--- config.mk ---
export PLATFORM = sky130hd
export DESIGN_NAME = tci_top
export DESIGN_NICKNAME = d
export VERILOG_FILES = /design/src/tci_pkg.sv /design/src/tci_top.sv
export VERILOG_INCLUDE_DIRS = /design/src
export SDC_FILE = /design/constraint.sdc
export NUM_CORES = 1
export LEC_CHECK = 0
export ABC_AREA = 1
export BUFFER_PORTS_ARGS = -buffer_cell sky130_fd_sc_hd__buf_2
export CAP_MARGIN = 20
export CORE_MARGIN = 2
export CORE_UTILIZATION = 45
export CTS_CLUSTER_SIZE = 25
export DETAILED_ROUTE_END_ITERATION = 8
export PLACE_DENSITY = 0.72
export SLEW_MARGIN = 20
export SYNTH_ARGS = -nofsm -noshare
export SYNTH_HDL_FRONTEND = slang
export SYNTH_SLANG_ARGS = --single-unit
--- constraint.sdc ---
create_clock -name aclk -period 1.8 [get_ports aclk]
set_input_delay 0.36 -clock aclk [delete_from_list [all_inputs] [get_ports aclk]]
set_output_delay 0.36 -clock aclk [all_outputs]
set_load 0.05 [all_outputs]
--- src/tci_defines.svh ---
/*
  Constants of the timer channel interrupt-enable block: register
  offsets, field positions, per-channel bit masks and reset values.
  Assumes a 32-bit AXI4-Lite slave with an 8-bit byte address.
*/
// Contract
// - Each of the six timer channels has one 8-bit read/write interrupt-enable register.
// - Bit 7 gates A/D start requests raised by a match A event; it resets to 0.
// - Bit 6 is reserved, always reads 1 and ignores writes.
// - On channels 1, 2, 4 and 5 bit 5 enables the underflow request while its flag is 1.
// - On channels 0 and 3 bit 5 is reserved, reads 0 and ignores writes.
// - On every channel bit 4 enables the overflow request while its flag is 1.
// - On channels 0 and 3 bit 3 enables the match D request while its flag is 1.
// - On channels 1, 2, 4 and 5 bit 3 is reserved, reads 0 and ignores writes.
// - On channels 0 and 3 bit 2 enables the match C request while its flag is 1.
// - On channels 1, 2, 4 and 5 bit 2 is reserved, reads 0 and ignores writes.
// - On every channel bit 1 enables the match B request while its flag is 1.
// - On every channel bit 0 enables the match A request while its flag is 1.
// - The overflow flag sets when the counter wraps from its maximum to zero.
// - In phase counting mode, channels 1, 2, 4 and 5 set the underflow flag on a wrap below zero.
// - A flag clears only by writing 0 after reading it as 1; writing 1 leaves it alone.
`ifndef TCI_DEFINES_SVH
`define TCI_DEFINES_SVH

`define TCI_NUM_CH        6
`define TCI_ADDR_W        8

// Register byte offsets
`define TCI_EN_BASE       8'h00
`define TCI_ST_BASE       8'h20
`define TCI_EVT_OFS       8'h40
`define TCI_MSK_OFS       8'h44

// Field positions
`define TCI_BIT_ADC       7
`define TCI_BIT_RSV1      6
`define TCI_BIT_UNF       5
`define TCI_BIT_OVF       4
`define TCI_BIT_MD        3
`define TCI_BIT_MC        2
`define TCI_BIT_MB        1
`define TCI_BIT_MA        0

// Writable enable bits, channels 0/3 and the others
`define TCI_EN_WR_FULL    8'h9F
`define TCI_EN_WR_PHASE   8'hB3
// Flag bits present, channels 0/3 and the others
`define TCI_FL_FULL       6'h1F
`define TCI_FL_PHASE      6'h33
// Bits that always read 1
`define TCI_EN_ONES       8'h40
`define TCI_ST_ONES       8'hC0

`define TCI_EN_RESET      8'h00
`define TCI_RESP_OKAY     2'h0
`define TCI_RESP_SLVERR   2'h2

`endif

--- src/tci_pkg.sv ---
/*
  Types of the timer channel interrupt-enable block.
  Assumes tci_defines.svh is compiled alongside.
*/
package tci_pkg;

  // Kind of register an address selects
  typedef enum logic [2:0] {
    TCI_K_NONE,
    TCI_K_EN,
    TCI_K_ST,
    TCI_K_EVT,
    TCI_K_MSK
  } tci_kind_t;

endpackage

--- src/tci_top.sv ---
/*
  Per-channel interrupt enables and status flags of a six-channel timer,
  with an AXI4-Lite register slave, request lines, A/D trigger and a
  summary interrupt. Assumes counter events arrive as one-cycle pulses
  synchronous to aclk; one write and one read outstanding at most.
*/
`timescale 1ns/10ps
`include "tci_defines.svh"

module tci_top
  import tci_pkg::*;
(
  input  wire logic        aclk,
  input  wire logic        aresetn,
  input  wire logic [7:0]  s_axi_awaddr,
  input  wire logic        s_axi_awvalid,
  output logic             s_axi_awready,
  input  wire logic [31:0] s_axi_wdata,
  input  wire logic [3:0]  s_axi_wstrb,
  input  wire logic        s_axi_wvalid,
  output logic             s_axi_wready,
  output logic [1:0]       s_axi_bresp,
  output logic             s_axi_bvalid,
  input  wire logic        s_axi_bready,
  input  wire logic [7:0]  s_axi_araddr,
  input  wire logic        s_axi_arvalid,
  output logic             s_axi_arready,
  output logic [31:0]      s_axi_rdata,
  output logic [1:0]       s_axi_rresp,
  output logic             s_axi_rvalid,
  input  wire logic        s_axi_rready,
  input  wire logic [5:0]  overflow_evt,
  input  wire logic [5:0]  underflow_evt,
  input  wire logic [5:0]  phase_count_mode,
  input  wire logic [5:0]  match_a_evt,
  input  wire logic [5:0]  match_b_evt,
  input  wire logic [5:0]  match_c_evt,
  input  wire logic [5:0]  match_d_evt,
  output logic [5:0]       overflow_irq_request,
  output logic [5:0]       underflow_irq_request,
  output logic [5:0]       match_a_irq_request,
  output logic [5:0]       match_b_irq_request,
  output logic [5:0]       match_c_irq_request,
  output logic [5:0]       match_d_irq_request,
  output logic [5:0]       adc_start_request,
  output logic             irq
);

  // Channels 0 and 3 carry C/D matches, the others carry underflow
  function automatic logic is_full_ch(input logic [2:0] ch);
    is_full_ch = (ch == 3'd0) || (ch == 3'd3);
  endfunction

  // Address to register kind
  function automatic tci_kind_t decode(input logic [7:0] a);
    decode = TCI_K_NONE;
    if (a[1:0] == 2'h0) begin
      if (a[7:5] == `TCI_EN_BASE >> 5 && a[4:2] < 3'd6) begin
        decode = TCI_K_EN;
      end else if (a[7:5] == `TCI_ST_BASE >> 5 && a[4:2] < 3'd6) begin
        decode = TCI_K_ST;
      end else if (a == `TCI_EVT_OFS) begin
        decode = TCI_K_EVT;
      end else if (a == `TCI_MSK_OFS) begin
        decode = TCI_K_MSK;
      end
    end
  endfunction

  // Writable enable bits of a channel
  function automatic logic [7:0] en_wr_mask(input logic [2:0] ch);
    en_wr_mask = is_full_ch(ch) ? `TCI_EN_WR_FULL : `TCI_EN_WR_PHASE;
  endfunction

  // Flag bits that exist in a channel
  function automatic logic [5:0] fl_mask(input logic [2:0] ch);
    fl_mask = is_full_ch(ch) ? `TCI_FL_FULL : `TCI_FL_PHASE;
  endfunction

  // Register state
  logic [7:0]  en_q [`TCI_NUM_CH];
  logic [7:0]  en_d [`TCI_NUM_CH];
  logic [5:0]  flag_q [`TCI_NUM_CH];
  logic [5:0]  flag_d [`TCI_NUM_CH];
  logic [5:0]  arm_q [`TCI_NUM_CH];
  logic [5:0]  arm_d [`TCI_NUM_CH];
  logic [5:0]  evt_q;
  logic [5:0]  evt_d;
  logic [5:0]  msk_q;
  logic [5:0]  msk_d;

  // Bus state
  logic        aw_have_q;
  logic        aw_have_d;
  logic [7:0]  aw_addr_q;
  logic [7:0]  aw_addr_d;
  logic        w_have_q;
  logic        w_have_d;
  logic [7:0]  w_data_q;
  logic [7:0]  w_data_d;
  logic        w_lane_q;
  logic        w_lane_d;
  logic        awready_q;
  logic        awready_d;
  logic        wready_q;
  logic        wready_d;
  logic        bvalid_q;
  logic        bvalid_d;
  logic [1:0]  bresp_q;
  logic [1:0]  bresp_d;
  logic        arready_q;
  logic        arready_d;
  logic        rvalid_q;
  logic        rvalid_d;
  logic [31:0] rdata_q;
  logic [31:0] rdata_d;
  logic [1:0]  rresp_q;
  logic [1:0]  rresp_d;

  // Output stage
  logic [5:0]  ovf_req_q;
  logic [5:0]  ovf_req_d;
  logic [5:0]  unf_req_q;
  logic [5:0]  unf_req_d;
  logic [5:0]  ma_req_q;
  logic [5:0]  ma_req_d;
  logic [5:0]  mb_req_q;
  logic [5:0]  mb_req_d;
  logic [5:0]  mc_req_q;
  logic [5:0]  mc_req_d;
  logic [5:0]  md_req_q;
  logic [5:0]  md_req_d;
  logic [5:0]  adc_q;
  logic [5:0]  adc_d;
  logic        irq_q;
  logic        irq_d;

  // Next-state computation for bus, registers and outputs
  always_comb begin
    logic        do_wr;
    logic        do_rd;
    tci_kind_t   wk;
    tci_kind_t   rk;
    logic [2:0]  wch;
    logic [2:0]  rch;
    logic [5:0]  set;
    logic [5:0]  wclr;
    logic [5:0]  any_set;
    do_wr     = 1'b0;
    do_rd     = 1'b0;
    wk        = decode(aw_addr_q);
    rk        = decode(s_axi_araddr);
    wch       = aw_addr_q[4:2];
    rch       = s_axi_araddr[4:2];
    set       = 6'h00;
    wclr      = 6'h00;
    any_set   = 6'h00;
    en_d      = en_q;
    flag_d    = flag_q;
    arm_d     = arm_q;
    evt_d     = evt_q;
    msk_d     = msk_q;
    aw_have_d = aw_have_q;
    aw_addr_d = aw_addr_q;
    w_have_d  = w_have_q;
    w_data_d  = w_data_q;
    w_lane_d  = w_lane_q;
    bvalid_d  = bvalid_q;
    bresp_d   = bresp_q;
    rvalid_d  = rvalid_q;
    rdata_d   = rdata_q;
    rresp_d   = rresp_q;

    // Capture address and data independently
    if (s_axi_awvalid && awready_q) begin
      aw_have_d = 1'b1;
      aw_addr_d = s_axi_awaddr;
    end
    if (s_axi_wvalid && wready_q) begin
      w_have_d = 1'b1;
      w_data_d = s_axi_wdata[7:0];
      w_lane_d = s_axi_wstrb[0];
    end
    if (s_axi_bvalid && s_axi_bready) begin
      bvalid_d = 1'b0;
    end
    if (s_axi_rvalid && s_axi_rready) begin
      rvalid_d = 1'b0;
    end
    do_wr = aw_have_q && w_have_q && !bvalid_q;
    do_rd = s_axi_arvalid && arready_q;

    // Register write; reserved bits keep their constant value
    if (do_wr) begin
      aw_have_d = 1'b0;
      w_have_d  = 1'b0;
      bvalid_d  = 1'b1;
      bresp_d   = (wk == TCI_K_NONE) ? `TCI_RESP_SLVERR : `TCI_RESP_OKAY;
      if (w_lane_q) begin
        unique case (wk)
          TCI_K_EN: begin
            en_d[wch] = w_data_q & en_wr_mask(wch);
          end
          TCI_K_ST: begin
            wclr = ~w_data_q[5:0] & arm_q[wch];
            arm_d[wch] = arm_q[wch] & ~wclr;
          end
          TCI_K_MSK: begin
            msk_d = w_data_q[5:0];
          end
          TCI_K_EVT, TCI_K_NONE: begin
          end
        endcase
      end
    end

    // Register read; status read arms clearing of flags read as 1
    if (do_rd) begin
      rvalid_d = 1'b1;
      rdata_d  = 32'h0000_0000;
      rresp_d  = `TCI_RESP_OKAY;
      unique case (rk)
        TCI_K_EN: begin
          rdata_d[7:0] = en_q[rch] | `TCI_EN_ONES;
        end
        TCI_K_ST: begin
          rdata_d[7:0] = {2'b00, flag_q[rch]} | `TCI_ST_ONES;
        end
        TCI_K_EVT: begin
          rdata_d[5:0] = evt_q;
        end
        TCI_K_MSK: begin
          rdata_d[5:0] = msk_q;
        end
        TCI_K_NONE: begin
          rresp_d = `TCI_RESP_SLVERR;
        end
      endcase
    end

    // Flags: hardware set wins over a software clear
    for (int c = 0; c < `TCI_NUM_CH; c++) begin
      set = 6'h00;
      set[`TCI_BIT_OVF] = overflow_evt[c];
      set[`TCI_BIT_UNF] = underflow_evt[c] & phase_count_mode[c];
      set[`TCI_BIT_MD]  = match_d_evt[c];
      set[`TCI_BIT_MC]  = match_c_evt[c];
      set[`TCI_BIT_MB]  = match_b_evt[c];
      set[`TCI_BIT_MA]  = match_a_evt[c];
      set = set & fl_mask(3'(c));
      if (do_wr && w_lane_q && wk == TCI_K_ST && wch == 3'(c)) begin
        flag_d[c] = (flag_q[c] & ~wclr) | set;
      end else begin
        flag_d[c] = flag_q[c] | set;
      end
      if (do_rd && rk == TCI_K_ST && rch == 3'(c)) begin
        arm_d[c] = arm_d[c] | flag_q[c];
      end
      any_set[c] = |set;
    end

    // Summary event status, cleared by reading it; new events win
    if (do_rd && rk == TCI_K_EVT) begin
      evt_d = any_set;
    end else begin
      evt_d = evt_q | any_set;
    end

    awready_d = !aw_have_d;
    wready_d  = !w_have_d;
    arready_d = !rvalid_d;

    // Request lines follow flag and enable; the A/D start line follows the match A event and enable
    for (int c = 0; c < `TCI_NUM_CH; c++) begin
      ovf_req_d[c] = flag_q[c][`TCI_BIT_OVF] & en_q[c][`TCI_BIT_OVF];
      unf_req_d[c] = flag_q[c][`TCI_BIT_UNF] & en_q[c][`TCI_BIT_UNF];
      md_req_d[c]  = flag_q[c][`TCI_BIT_MD] & en_q[c][`TCI_BIT_MD];
      mc_req_d[c]  = flag_q[c][`TCI_BIT_MC] & en_q[c][`TCI_BIT_MC];
      mb_req_d[c]  = flag_q[c][`TCI_BIT_MB] & en_q[c][`TCI_BIT_MB];
      ma_req_d[c]  = flag_q[c][`TCI_BIT_MA] & en_q[c][`TCI_BIT_MA];
      adc_d[c]     = match_a_evt[c] & en_q[c][`TCI_BIT_ADC];
    end
    irq_d = |(evt_q & msk_q);
  end

  // Register all state
  always_ff @(posedge aclk) begin
    if (!aresetn) begin
      for (int c = 0; c < `TCI_NUM_CH; c++) begin
        en_q[c]   <= `TCI_EN_RESET;
        flag_q[c] <= 6'h00;
        arm_q[c]  <= 6'h00;
      end
      evt_q     <= 6'h00;
      msk_q     <= 6'h00;
      aw_have_q <= 1'b0;
      aw_addr_q <= 8'h00;
      w_have_q  <= 1'b0;
      w_data_q  <= 8'h00;
      w_lane_q  <= 1'b0;
      awready_q <= 1'b0;
      wready_q  <= 1'b0;
      bvalid_q  <= 1'b0;
      bresp_q   <= `TCI_RESP_OKAY;
      arready_q <= 1'b0;
      rvalid_q  <= 1'b0;
      rdata_q   <= 32'h0000_0000;
      rresp_q   <= `TCI_RESP_OKAY;
      ovf_req_q <= 6'h00;
      unf_req_q <= 6'h00;
      ma_req_q  <= 6'h00;
      mb_req_q  <= 6'h00;
      mc_req_q  <= 6'h00;
      md_req_q  <= 6'h00;
      adc_q     <= 6'h00;
      irq_q     <= 1'b0;
    end else begin
      en_q      <= en_d;
      flag_q    <= flag_d;
      arm_q     <= arm_d;
      evt_q     <= evt_d;
      msk_q     <= msk_d;
      aw_have_q <= aw_have_d;
      aw_addr_q <= aw_addr_d;
      w_have_q  <= w_have_d;
      w_data_q  <= w_data_d;
      w_lane_q  <= w_lane_d;
      awready_q <= awready_d;
      wready_q  <= wready_d;
      bvalid_q  <= bvalid_d;
      bresp_q   <= bresp_d;
      arready_q <= arready_d;
      rvalid_q  <= rvalid_d;
      rdata_q   <= rdata_d;
      rresp_q   <= rresp_d;
      ovf_req_q <= ovf_req_d;
      unf_req_q <= unf_req_d;
      ma_req_q  <= ma_req_d;
      mb_req_q  <= mb_req_d;
      mc_req_q  <= mc_req_d;
      md_req_q  <= md_req_d;
      adc_q     <= adc_d;
      irq_q     <= irq_d;
    end
  end

  // Outputs straight from flip-flops
  assign s_axi_awready         = awready_q;
  assign s_axi_wready          = wready_q;
  assign s_axi_bvalid          = bvalid_q;
  assign s_axi_bresp           = bresp_q;
  assign s_axi_arready         = arready_q;
  assign s_axi_rvalid          = rvalid_q;
  assign s_axi_rdata           = rdata_q;
  assign s_axi_rresp           = rresp_q;
  assign overflow_irq_request  = ovf_req_q;
  assign underflow_irq_request = unf_req_q;
  assign match_a_irq_request   = ma_req_q;
  assign match_b_irq_request   = mb_req_q;
  assign match_c_irq_request   = mc_req_q;
  assign match_d_irq_request   = md_req_q;
  assign adc_start_request     = adc_q;
  assign irq                   = irq_q;

endmodule

==> Word-level counts from Yosys, hierarchy flattened <==
Cells that the tools add are included.
{ "classes": {"reduce_logical": 51, "muxes": 57, "eq_ne": 23, "magnitude_cmp": 5, "bitwise_logic": 80} }
{ "op_table": {"columns": ["op", "n"], "rows": [
  ["6-bit two-way mux", 22],
  ["36-bit two-way mux", 3],
  ["6-bit OR", 15],
  ["6-bit AND", 9],
  ["48-bit bitwise mux", 1],
  ["1-bit AND", 46],
  ["6-bit binary-select mux with 3-bit select", 2],
  ["36-bit bitwise mux", 1],
  ["8-bit by 7-bit equality test with 1-bit output (second input constant)", 4],
  ["3-bit two-way mux", 10],
  ["1-bit logical AND", 28],
  ["8-bit binary-select mux with 3-bit select", 1],
  ["8-bit demux with 3-bit select", 1],
  ["8-bit two-way mux", 3],
  ["6-bit by 5-bit OR with 6-bit output", 4],
  ["6-bit one-hot mux with 4 select lines", 1],
  ["3-bit by 2-bit equality test with 1-bit output (second input constant)", 7],
  ["6-bit demux with 3-bit select", 1],
  ["3-bit by 1-bit equality test with 1-bit output (second input constant)", 6],
  ["3-bit equality test (second input constant)", 6],
  ["3-bit zero test", 6],
  ["6-bit inverter", 3],
  ["4-bit OR reduction", 4],
  ["5-bit OR reduction", 2],
  ["14 further kinds", 30]
]} }
{ "word_totals": {"reg_bits": 211, "inputBits": 101} }

==> Longest topological paths before layout <==
Gate-level depths: netlist of run 1.
{ "logic_depth": {"ltp_word": 14, "ltp_mapped": 15, "ltp_nobuf": 13} }

==> Worst setup path after synthesis of run 1 <==
No wires, ideal clock.
{ "synth_path": {"path_type": "reg2reg", "startpoint": "register arready_q, in the netlist s_axi_arready", "endpoint": "register arm_q[6] in the netlist's numbering", "arrival_ns": 1.746, "path_slack_ns": -0.002, "path_buffers": 0, "stages_incl_launch_ff": 9, "t_required_ns": 1.744, "path_cell_list": "dfxtp_1 > nand2_1 > nor2_1 > inv_2 > nor3_1 > nand2_1 > nand3_1 > nand2_1 > inv_1"} }
{ "synth_between": {"elab_chain_cells": 4} }
{ "synth_lines": {"columns": ["item", "line_no", "text"], "rows": [
  ["start: declaration", "tci_top.sv:111", "logic arready_q;"],
  ["start signal: assignment", "tci_top.sv:332", "arready_q <= arready_d;"],
  ["1-bit logical AND", "tci_top.sv:191", "do_rd = s_axi_arvalid && arready_q;"],
  ["1-bit logical AND (2 in series)", "tci_top.sv:256", "if (do_rd && rk == TCI_K_ST && rch == 3'(c)) begin"],
  ["6-bit two-way mux", "tci_top.sv:256", null],
  ["end signal: assignment", "tci_top.sv:320", "arm_q <= arm_d;"],
  ["end: declaration", "tci_top.sv:85", "logic [5:0] arm_q [`TCI_NUM_CH];"]
]} }
Every way passes these cells.
A chain may end at the register's enable or synchronous reset.

==> Final worst setup path of run 1 <==
{ "layout_path": {"startpoint": "register w_have_q", "endpoint": "register flag_q[27] in the netlist's numbering"} }
{ "layout_between": {"elab_chain_cells": 7, "word_cells_on_any_way": 10, "cone_classes": "2 x mux; 3 x bitwise; 5 x reduce/logical"} }
{ "layout_lines": {"columns": ["item", "line_no", "text"], "rows": [
  ["start: declaration", "tci_top.sv:97", "logic w_have_q;"],
  ["start signal: assignment", "tci_top.sv:325", "w_have_q <= w_have_d;"],
  ["1-bit logical AND (*) (2 in series)", "tci_top.sv:190", "do_wr = aw_have_q && w_have_q && !bvalid_q;"],
  ["6-bit two-way mux", "tci_top.sv:194", "if (do_wr) begin"],
  ["6-bit inverter", "tci_top.sv:252", "flag_d[c] = (flag_q[c] & ~wclr) | set;"],
  ["6-bit AND", "tci_top.sv:252", null],
  ["6-bit OR", "tci_top.sv:252", null],
  ["6-bit two-way mux (*)", "tci_top.sv:251", "if (do_wr && w_lane_q && wk == TCI_K_ST && wch == 3'(c)) begin"],
  ["end signal: assignment", "tci_top.sv:319", "flag_q <= flag_d;"],
  ["end: declaration", "tci_top.sv:83", "logic [5:0] flag_q [`TCI_NUM_CH];"]
]} }
Mark *: on every way between the ends. The rest lies on a longest branch, timed or not.

==> results_dict.tcl, run 1 <==
set metrics [dict create \
    result_of_the_run "complete, no violations" \
    avgViaCountPerCell 5.26 \
    core_area_sq_um 19700 \
    gp_congestion 0.976 \
    multi_input_comb_area_sq_um 3900 \
    grt_start_max_net_pins 55 \
    period_minus_slack_ps 1780 \
    timing.setup.critical_path_class "reg2reg" \
    rsz0062_at_grt "yes" \
    initial_cell_density_of_the_core_pct 46.2 \
    remaining_drc_errors 0 \
    cts_num_sinks 202 \
    max-slew-margin-rel_pct 67.2 \
    synthCells 1295 \
    io_pins 185 \
    dieArea_sq_um 21300 \
    post_drt_wl_per_cell_um 17.1 \
    timing.reg2reg.worst_path_depth 11 \
    port_buffers 118 \
    achievable-frequency_mhz 561 \
    cellLeakagePower_nw 5.42 \
    worst_hold_path.endpoint "flag_q[34]$_SDFF_PN0_" \
    syn-mean-instance-area_sq_um 7.01 \
    synth_area_leader_cell "dfxtp_1" \
    worst-slew-pin-transition_ps 487 \
    layout.area.seq_sq_um 4050 \
    wirelength_mm 30.1 \
    detailedPlacementHpwl_mm 22.7 \
    worst_hold_path_type "in2reg" \
    synth_largest_type_area_fraction_pct 44.5 \
    antenna_found_initial 1 \
    cts_buffers 22 \
    place_inst 1719 \
    start_kind "flip-flop" \
    holdWs_ps 88.3 \
    synthTopCellsByArea "dfxtp_1 45%, nand2_1 13%, inv_1 8.5%" \
    final_area_sq_um 11300 \
    cp_max_fo 24 \
    dr.pass1.iters 5 \
    num-nets-final 1582 \
    detail-route-antenna-nets 0 \
    synth.yosys.seq_area_share_pct 44.5 \
    clock_skew_ps 14.8 \
    cts_tree "built" \
    max-clock-path-buffers 3 \
    critical_path.reg2reg.endpoint "flag_q[27]$_SDFFE_PN0P_" \
    detailedRoute.firstIterationViolations 1017 \
    ys_async_sr_fraction_pct 0 \
    antenna_diodes 0 \
    crit_required_ps 2210 \
    synth-seq-cells 202 \
    synth_cell_types 39 \
    drive_gt1_share_pct 19.9 \
    mappedNetlistArea_sq_um 9080 \
    place_area_sq_um 10400 \
    n_fill_cell 1906 \
    fp-row-count 51 \
    cts.reportedPaths.clkPinSlew_ps 60 \
    grt.total_usage_pct 27.5 \
    first_global_vias 8412 \
    setup_violations 0 \
    die_y_um 146 \
    htreeDepth 1 \
    reg2reg_from "w_have_q$_SDFF_PN0_" \
    vias 9272 \
    cts_root_buf "clkbuf_16" \
    hold_viol_final 0 \
    stdcell_count 1762 \
    setup.reg_to_reg.worst_slack_ps 20 \
    grt_pass1_wl_mm 46.2 \
    total_global_routing_overflow 0 \
    min-delay-start "overflow_evt[0]" \
    worst_ir_drop_on_vdd_v 0.000772 \
    number_of_enable_flip_flop_cells_after_synthesis 0 \
    postSynth.topFlopCell "dfxtp_1" \
    worst_skew_pair_latency_ps 520 \
    area_delta_synth_final_pct 24.1 \
    worstPathArrival_ps 2190 \
    final_min_period_over_clock_period_pct 99.1 \
    power_density_nw_per_um2 927 \
    yosys_warnings 0 \
    max_cap_violations 0 \
    critPathCaptureType "flip-flop" \
    drv_slew 0 \
    hold-path-cell-count 3 \
    fp.dieW_um 146 \
]
==> layout by cell type, fill, tap and decap left out, types with 2 or more instances in the layout <==
cell type,netlist,final
nand3_2,5,5
nand4_1,12,12
inv_2,5,6
nor2_2,3,3
dfxtp_2,0,4
nor2_1,45,45
buf_12,0,6
a31oi_1,12,12
clkinvlp_4,0,6
inv_1,206,205
buf_2,17,118
nor3_4,1,2
o21ai_1,4,5
bufinv_16,0,3
nor3_1,46,46
o21ai_0,67,66
o221ai_1,4,4
nor2_4,5,5
nand3b_1,6,6
nand2_2,2,6
buf_4,28,92
nor4_1,2,2
nand2_1,318,314
clkbuf_16,0,24
dfxtp_1,202,198
nor3_2,5,4
o211ai_1,2,2
clkbuf_1,24,2
o22ai_1,13,13
conb_1,1,26
nand3_1,120,119
a21oi_2,3,4
clkinv_2,0,4
a21oi_1,116,115
==> synth_stat cells (13+ instances only) <==
| cell | n |
|---|---|
| o22ai_1 | 13 |
| inv_1 | 206 |
| nand2_1 | 318 |
| a21oi_1 | 116 |
| nand3_1 | 120 |
| buf_4 | 28 |
| buf_2 | 17 |
| clkbuf_1 | 24 |
| dfxtp_1 | 202 |
| nor3_1 | 46 |
| o21ai_0 | 67 |
| nor2_1 | 45 |
==> registers in the layout (all words and copies together), names as in the netlist, 6 cells and up <==
register / flops
match_c_irq_request: 6
s_axi_rdata: 8
en_q: 42
underflow_irq_request: 6
match_b_irq_request: 6
w_data_q: 7
flag_q: 36
msk_q: 6
match_d_irq_request: 6
overflow_irq_request: 6
evt_q: 6
match_a_irq_request: 6
arm_q: 36
aw_addr_q: 8
adc_start_request: 6
==> report_power, final <==
group | total (mW) | internal [mW] | switching [mW]
registers | 4.68 | 4.57 | 0.116
clock network | 4.72 | 2.82 | 1.90
logic | 1.05 | 0.317 | 0.732
total | 10.4 | 7.70 | 2.75
==> what timing repair did <==
item | in CTS | in global routing
gates resized for setup | 0 | 12
endpoints found under the hold margin | 0 | 0
hold buffers | 0 | 0
endpoints found under the setup margin | 0 | 45
buffers inserted | 0 | 2
==> worst max-delay path by stage <==
stage	to	slack (ps)	startpoint
floorplan	en_q[42]$_SDFFE_PN0P_	50	s_axi_bvalid$_SDFFE_PN0P_
global placement	s_axi_rdata[5]$_SDFFE_PN0P_	30	s_axi_araddr[3]
detailed placement	s_axi_rdata[3]$_SDFFE_PN0P_	30	s_axi_araddr[3]
CTS	en_q[28]$_SDFFE_PN0P_	70	aw_addr_q[4]$_SDFFE_PN0P_
global route	flag_q[27]$_SDFFE_PN0P_	-60	w_have_q$_SDFF_PN0_
finish	flag_q[27]$_SDFFE_PN0P_	20	w_have_q$_SDFF_PN0_
==> metrics by stage <==
step           TNS, ps  total power, mW  setup WS (ps)  utilization [%]
6_report             0             10.5           16.4             57.4
5_1_grt          -98.3             10.8          -64.6             57.4
4_1_cts              0             10.4           66.2             57.0
3_5_place_dp         0             5.80           34.3             53.1
3_3_place_gp         0             5.79           29.7             53.1
2_1_floorplan        0             5.39           51.7                -
==> final cells by class <==
| type | count | share of cell area, % |
|---|---|---|
| flip-flops and latches | 202 | 35.9 |
| repair buffers | 218 | 12.7 |
| well taps | 265 | 2.94 |
| inverters | 213 | 7.11 |
| multi-input cells | 824 | 34.6 |
| clock buffers | 26 | 5.29 |
| clock inverters | 14 | 1.45 |
==> per-layer routing <==
metal	wire, um	share of wire (%)	GRT usage, %	up-vias
met3	3340	11	5.44	86
li1	-	-	-	4470
met5	0	0	0	-
met2	12700	42	42.0	530
met1	12900	43	38.9	4186
met4	1180	3.9	9.32	0
==> worst max-delay path, cell delays in order (launching register included) <==
cell and delay [ps]:
dfxtp_1 360, nand2_1 100, nor2_4 90, buf_4 110, inv_1 140, nor3_4 220
buf_4 150, buf_12 160, and2_1 170, nand2_1 60, nand2_1 60, inv_1 30
==> cell families after synthesis <==
family	share of synthesized area [%]
compound gates	13.3
flops	44.5
buf+inv	14.0
simple gates	28.2
other cells	0.0413
(Power assumes the default switching activity.)
==> run 2, diff against run 1 <==
Clock period 1.8 ns to 2.16 ns, I/O delays scaled along.
==> run 2 against run 1 <==
Net effect: die area unchanged; register-to-register slack better by 170 ps; core utilization shrank 1.5 points; final cell count decreased by 2.2%; first-iteration DRC count rose by 5.1%; critical path type unchanged.
==> results_dict.tcl, run 2 (synthesized netlist as in run 1, its figures left out) <==
set metrics [dict create \
    remaining_drc_errors 0 \
    detailedPlacementHpwl_mm 22.6 \
    worst_ir_drop_on_vdd_v 0.000637 \
    n_fill_cell 1923 \
    p_int_mw 6.53 \
    post-route-worst-setup-slack_ps 187 \
    final_common_cell "nand2_1" \
    ctsHoldBuffers 0 \
    cellLeakagePower_nw 5.24 \
    cts_resized 0 \
    worst-slew-pin-transition_ps 575 \
    grt_start_max_net_pins 101 \
    clock_skew_ps 9.58 \
    wirelength_mm 30.5 \
    max-slew-margin-rel_pct 61.5 \
    critPathCaptureType "flip-flop" \
    setup_violations 0 \
    detailedRoute.firstIterationViolations 1069 \
    regMostFlops "en_q" \
    power.clock.fraction_pct 46.2 \
    detail-route-antenna-nets 0 \
    gp_congestion 0.956 \
    largest_register_ffs 42 \
    power_density_nw_per_um2 803 \
    crit_required_ps 2530 \
    initial_cell_density_of_the_core_pct 46.2 \
    cts.reportedPaths.clkPinSlew_ps 60 \
    seqPwrFrac_pct 44.3 \
    final_area_sq_um 11000 \
    area_delta_synth_final_pct 20.9 \
    timing.setup.critical_path_class "reg2reg" \
    achievable-frequency_mhz 507 \
    buffer_and_inverter_count_on_the_worst_path 2 \
    dieArea_sq_um 21300 \
    fp.dieW_um 146 \
    worstPathArrival_ps 2350 \
    start_kind "flip-flop" \
    avgViaCountPerCell 5.37 \
    grt_pass1_wl_mm 47.0 \
    top_regs "en_q (42), arm_q (36), flag_q (36)" \
    dr.pass1.iters 5 \
    num-nets-final 1544 \
    result_of_the_run "complete, no violations" \
    comb_power_share_pct 9.5 \
    cts_num_sinks 202 \
    crit_path_cell_trace "nand2_2 -> nand4_1 -> inv_1 -> nand3_1 -> inv_2 -> nand2_1 -> o21ai_0 -> a21oi_1" \
    hold_viol_final 0 \
    max-clock-path-buffers 3 \
    cp_max_fo 13 \
    cts_tree "built" \
    commonest_cells_after_routing_fill_and_taps_aside "318 x nand2_1, 205 x inv_1, 202 x dfxtp_1, 119 x nand3_1, 118 x buf_2" \
    antenna_found_initial 0 \
    max_cap_violations 0 \
    vias 9257 \
    port_buffers 118 \
    p_sw_mw 2.29 \
    worst_hold_path_type "in2reg" \
    grt.total_usage_pct 28.0 \
    die_y_um 146 \
    worst_skew_pair_latency_ps 510 \
    cts_buffers 22 \
    place_area_sq_um 10200 \
    drv_slew 0 \
    post_drt_wl_per_cell_um 17.7 \
    total_global_routing_overflow 0 \
    layout.area.seq_sq_um 4040 \
    drive_gt1_share_pct 17.1 \
    timing.critical_path.max_delay_family "simple AND/OR/NAND/NOR gates" \
    multi_input_comb_area_sq_um 3870 \
    htreeDepth 1 \
    first_global_vias 8453 \
    fp-row-count 51 \
    rsz0062_at_grt "yes" \
    period_minus_slack_ps 1970 \
    final_min_period_over_clock_period_pct 91.4 \
    pre_cts_setup_slack_ps 133 \
    post_cts_buffers 0 \
    antenna_diodes 0 \
    core_area_sq_um 19700 \
    cp_slowest_cell "dfxtp_1" \
    net_switching_share_of_the_total_power_pct 25.9 \
    maximum_single_stage_delay_on_the_critical_path_ps 350 \
    cts_root_buf "clkbuf_16" \
    io_pins 185 \
    utilization_pct 55.9 \
]
-- run 2: final cells by class --
type                            count  area share (%)
Clock inverter                     12            1.56
Sequential cell                   202            36.8
Timing Repair Buffer              180            10.4
Clock buffer                       27            5.56
Multi-Input combinational cell    824            35.3
Inverter                          213            7.31
Tap cell                          265            3.02
-- run 2: power groups by stage --
stage	clock (mW)	combinational [mW]	sequential, mW
floorplan	0	0.517	3.97
detailed placement	0	0.818	3.98
CTS	4.08	0.822	3.90
finish	4.07	0.841	3.90
global placement	0	0.809	3.98
global route	4.24	0.903	3.91
-- run 2: metal layers --
metal,routed length [um],vias to the layer above,track usage (%)
met1,12900,4273,40.0
met4,1090,0,9.71
met5,0,-,0
met2,13200,524,43.2
li1,-,4379,-
met3,3280,81,4.41
-- run 2: worst min-delay path: cells and delay by family --
family                 cells  cell delay (ps)
AND/OR/NAND/NOR            1               40
buffers and inverters      2              100
AO/OA/AOI/OAI              1               50
-- run 2: metrics by stage --
step | setup TNS [ps] | std cells | power (mW) | hold WS (ps)
floorplan | 0 | 1320 | 4.49 | 420
global placement | 0 | 1684 | 4.79 | 438
detailed placement | 0 | 1684 | 4.80 | 444
CTS | 0 | 1723 | 8.80 | 166
global route | -73.2 | 1723 | 9.05 | 188
finish | 0 | 1723 | 8.81 | 177
-- run 2: worst paths after layout --
kind / start / end / depth (start not counted) / slack, ps
worst min register to register: aw_addr_q[0]$_SDFFE_PN0P_ / aw_addr_q[0]$_SDFFE_PN0P_ / 2 / 460
worst max-delay path: aw_addr_q[4]$_SDFFE_PN0P_ / en_q[23]$_SDFFE_PN0P_ / 8 / 190
worst max register to register: aw_addr_q[4]$_SDFFE_PN0P_ / en_q[23]$_SDFFE_PN0P_ / 8 / 190
worst min-delay path: s_axi_bready / s_axi_bvalid$_SDFFE_PN0P_ / 4 / 180
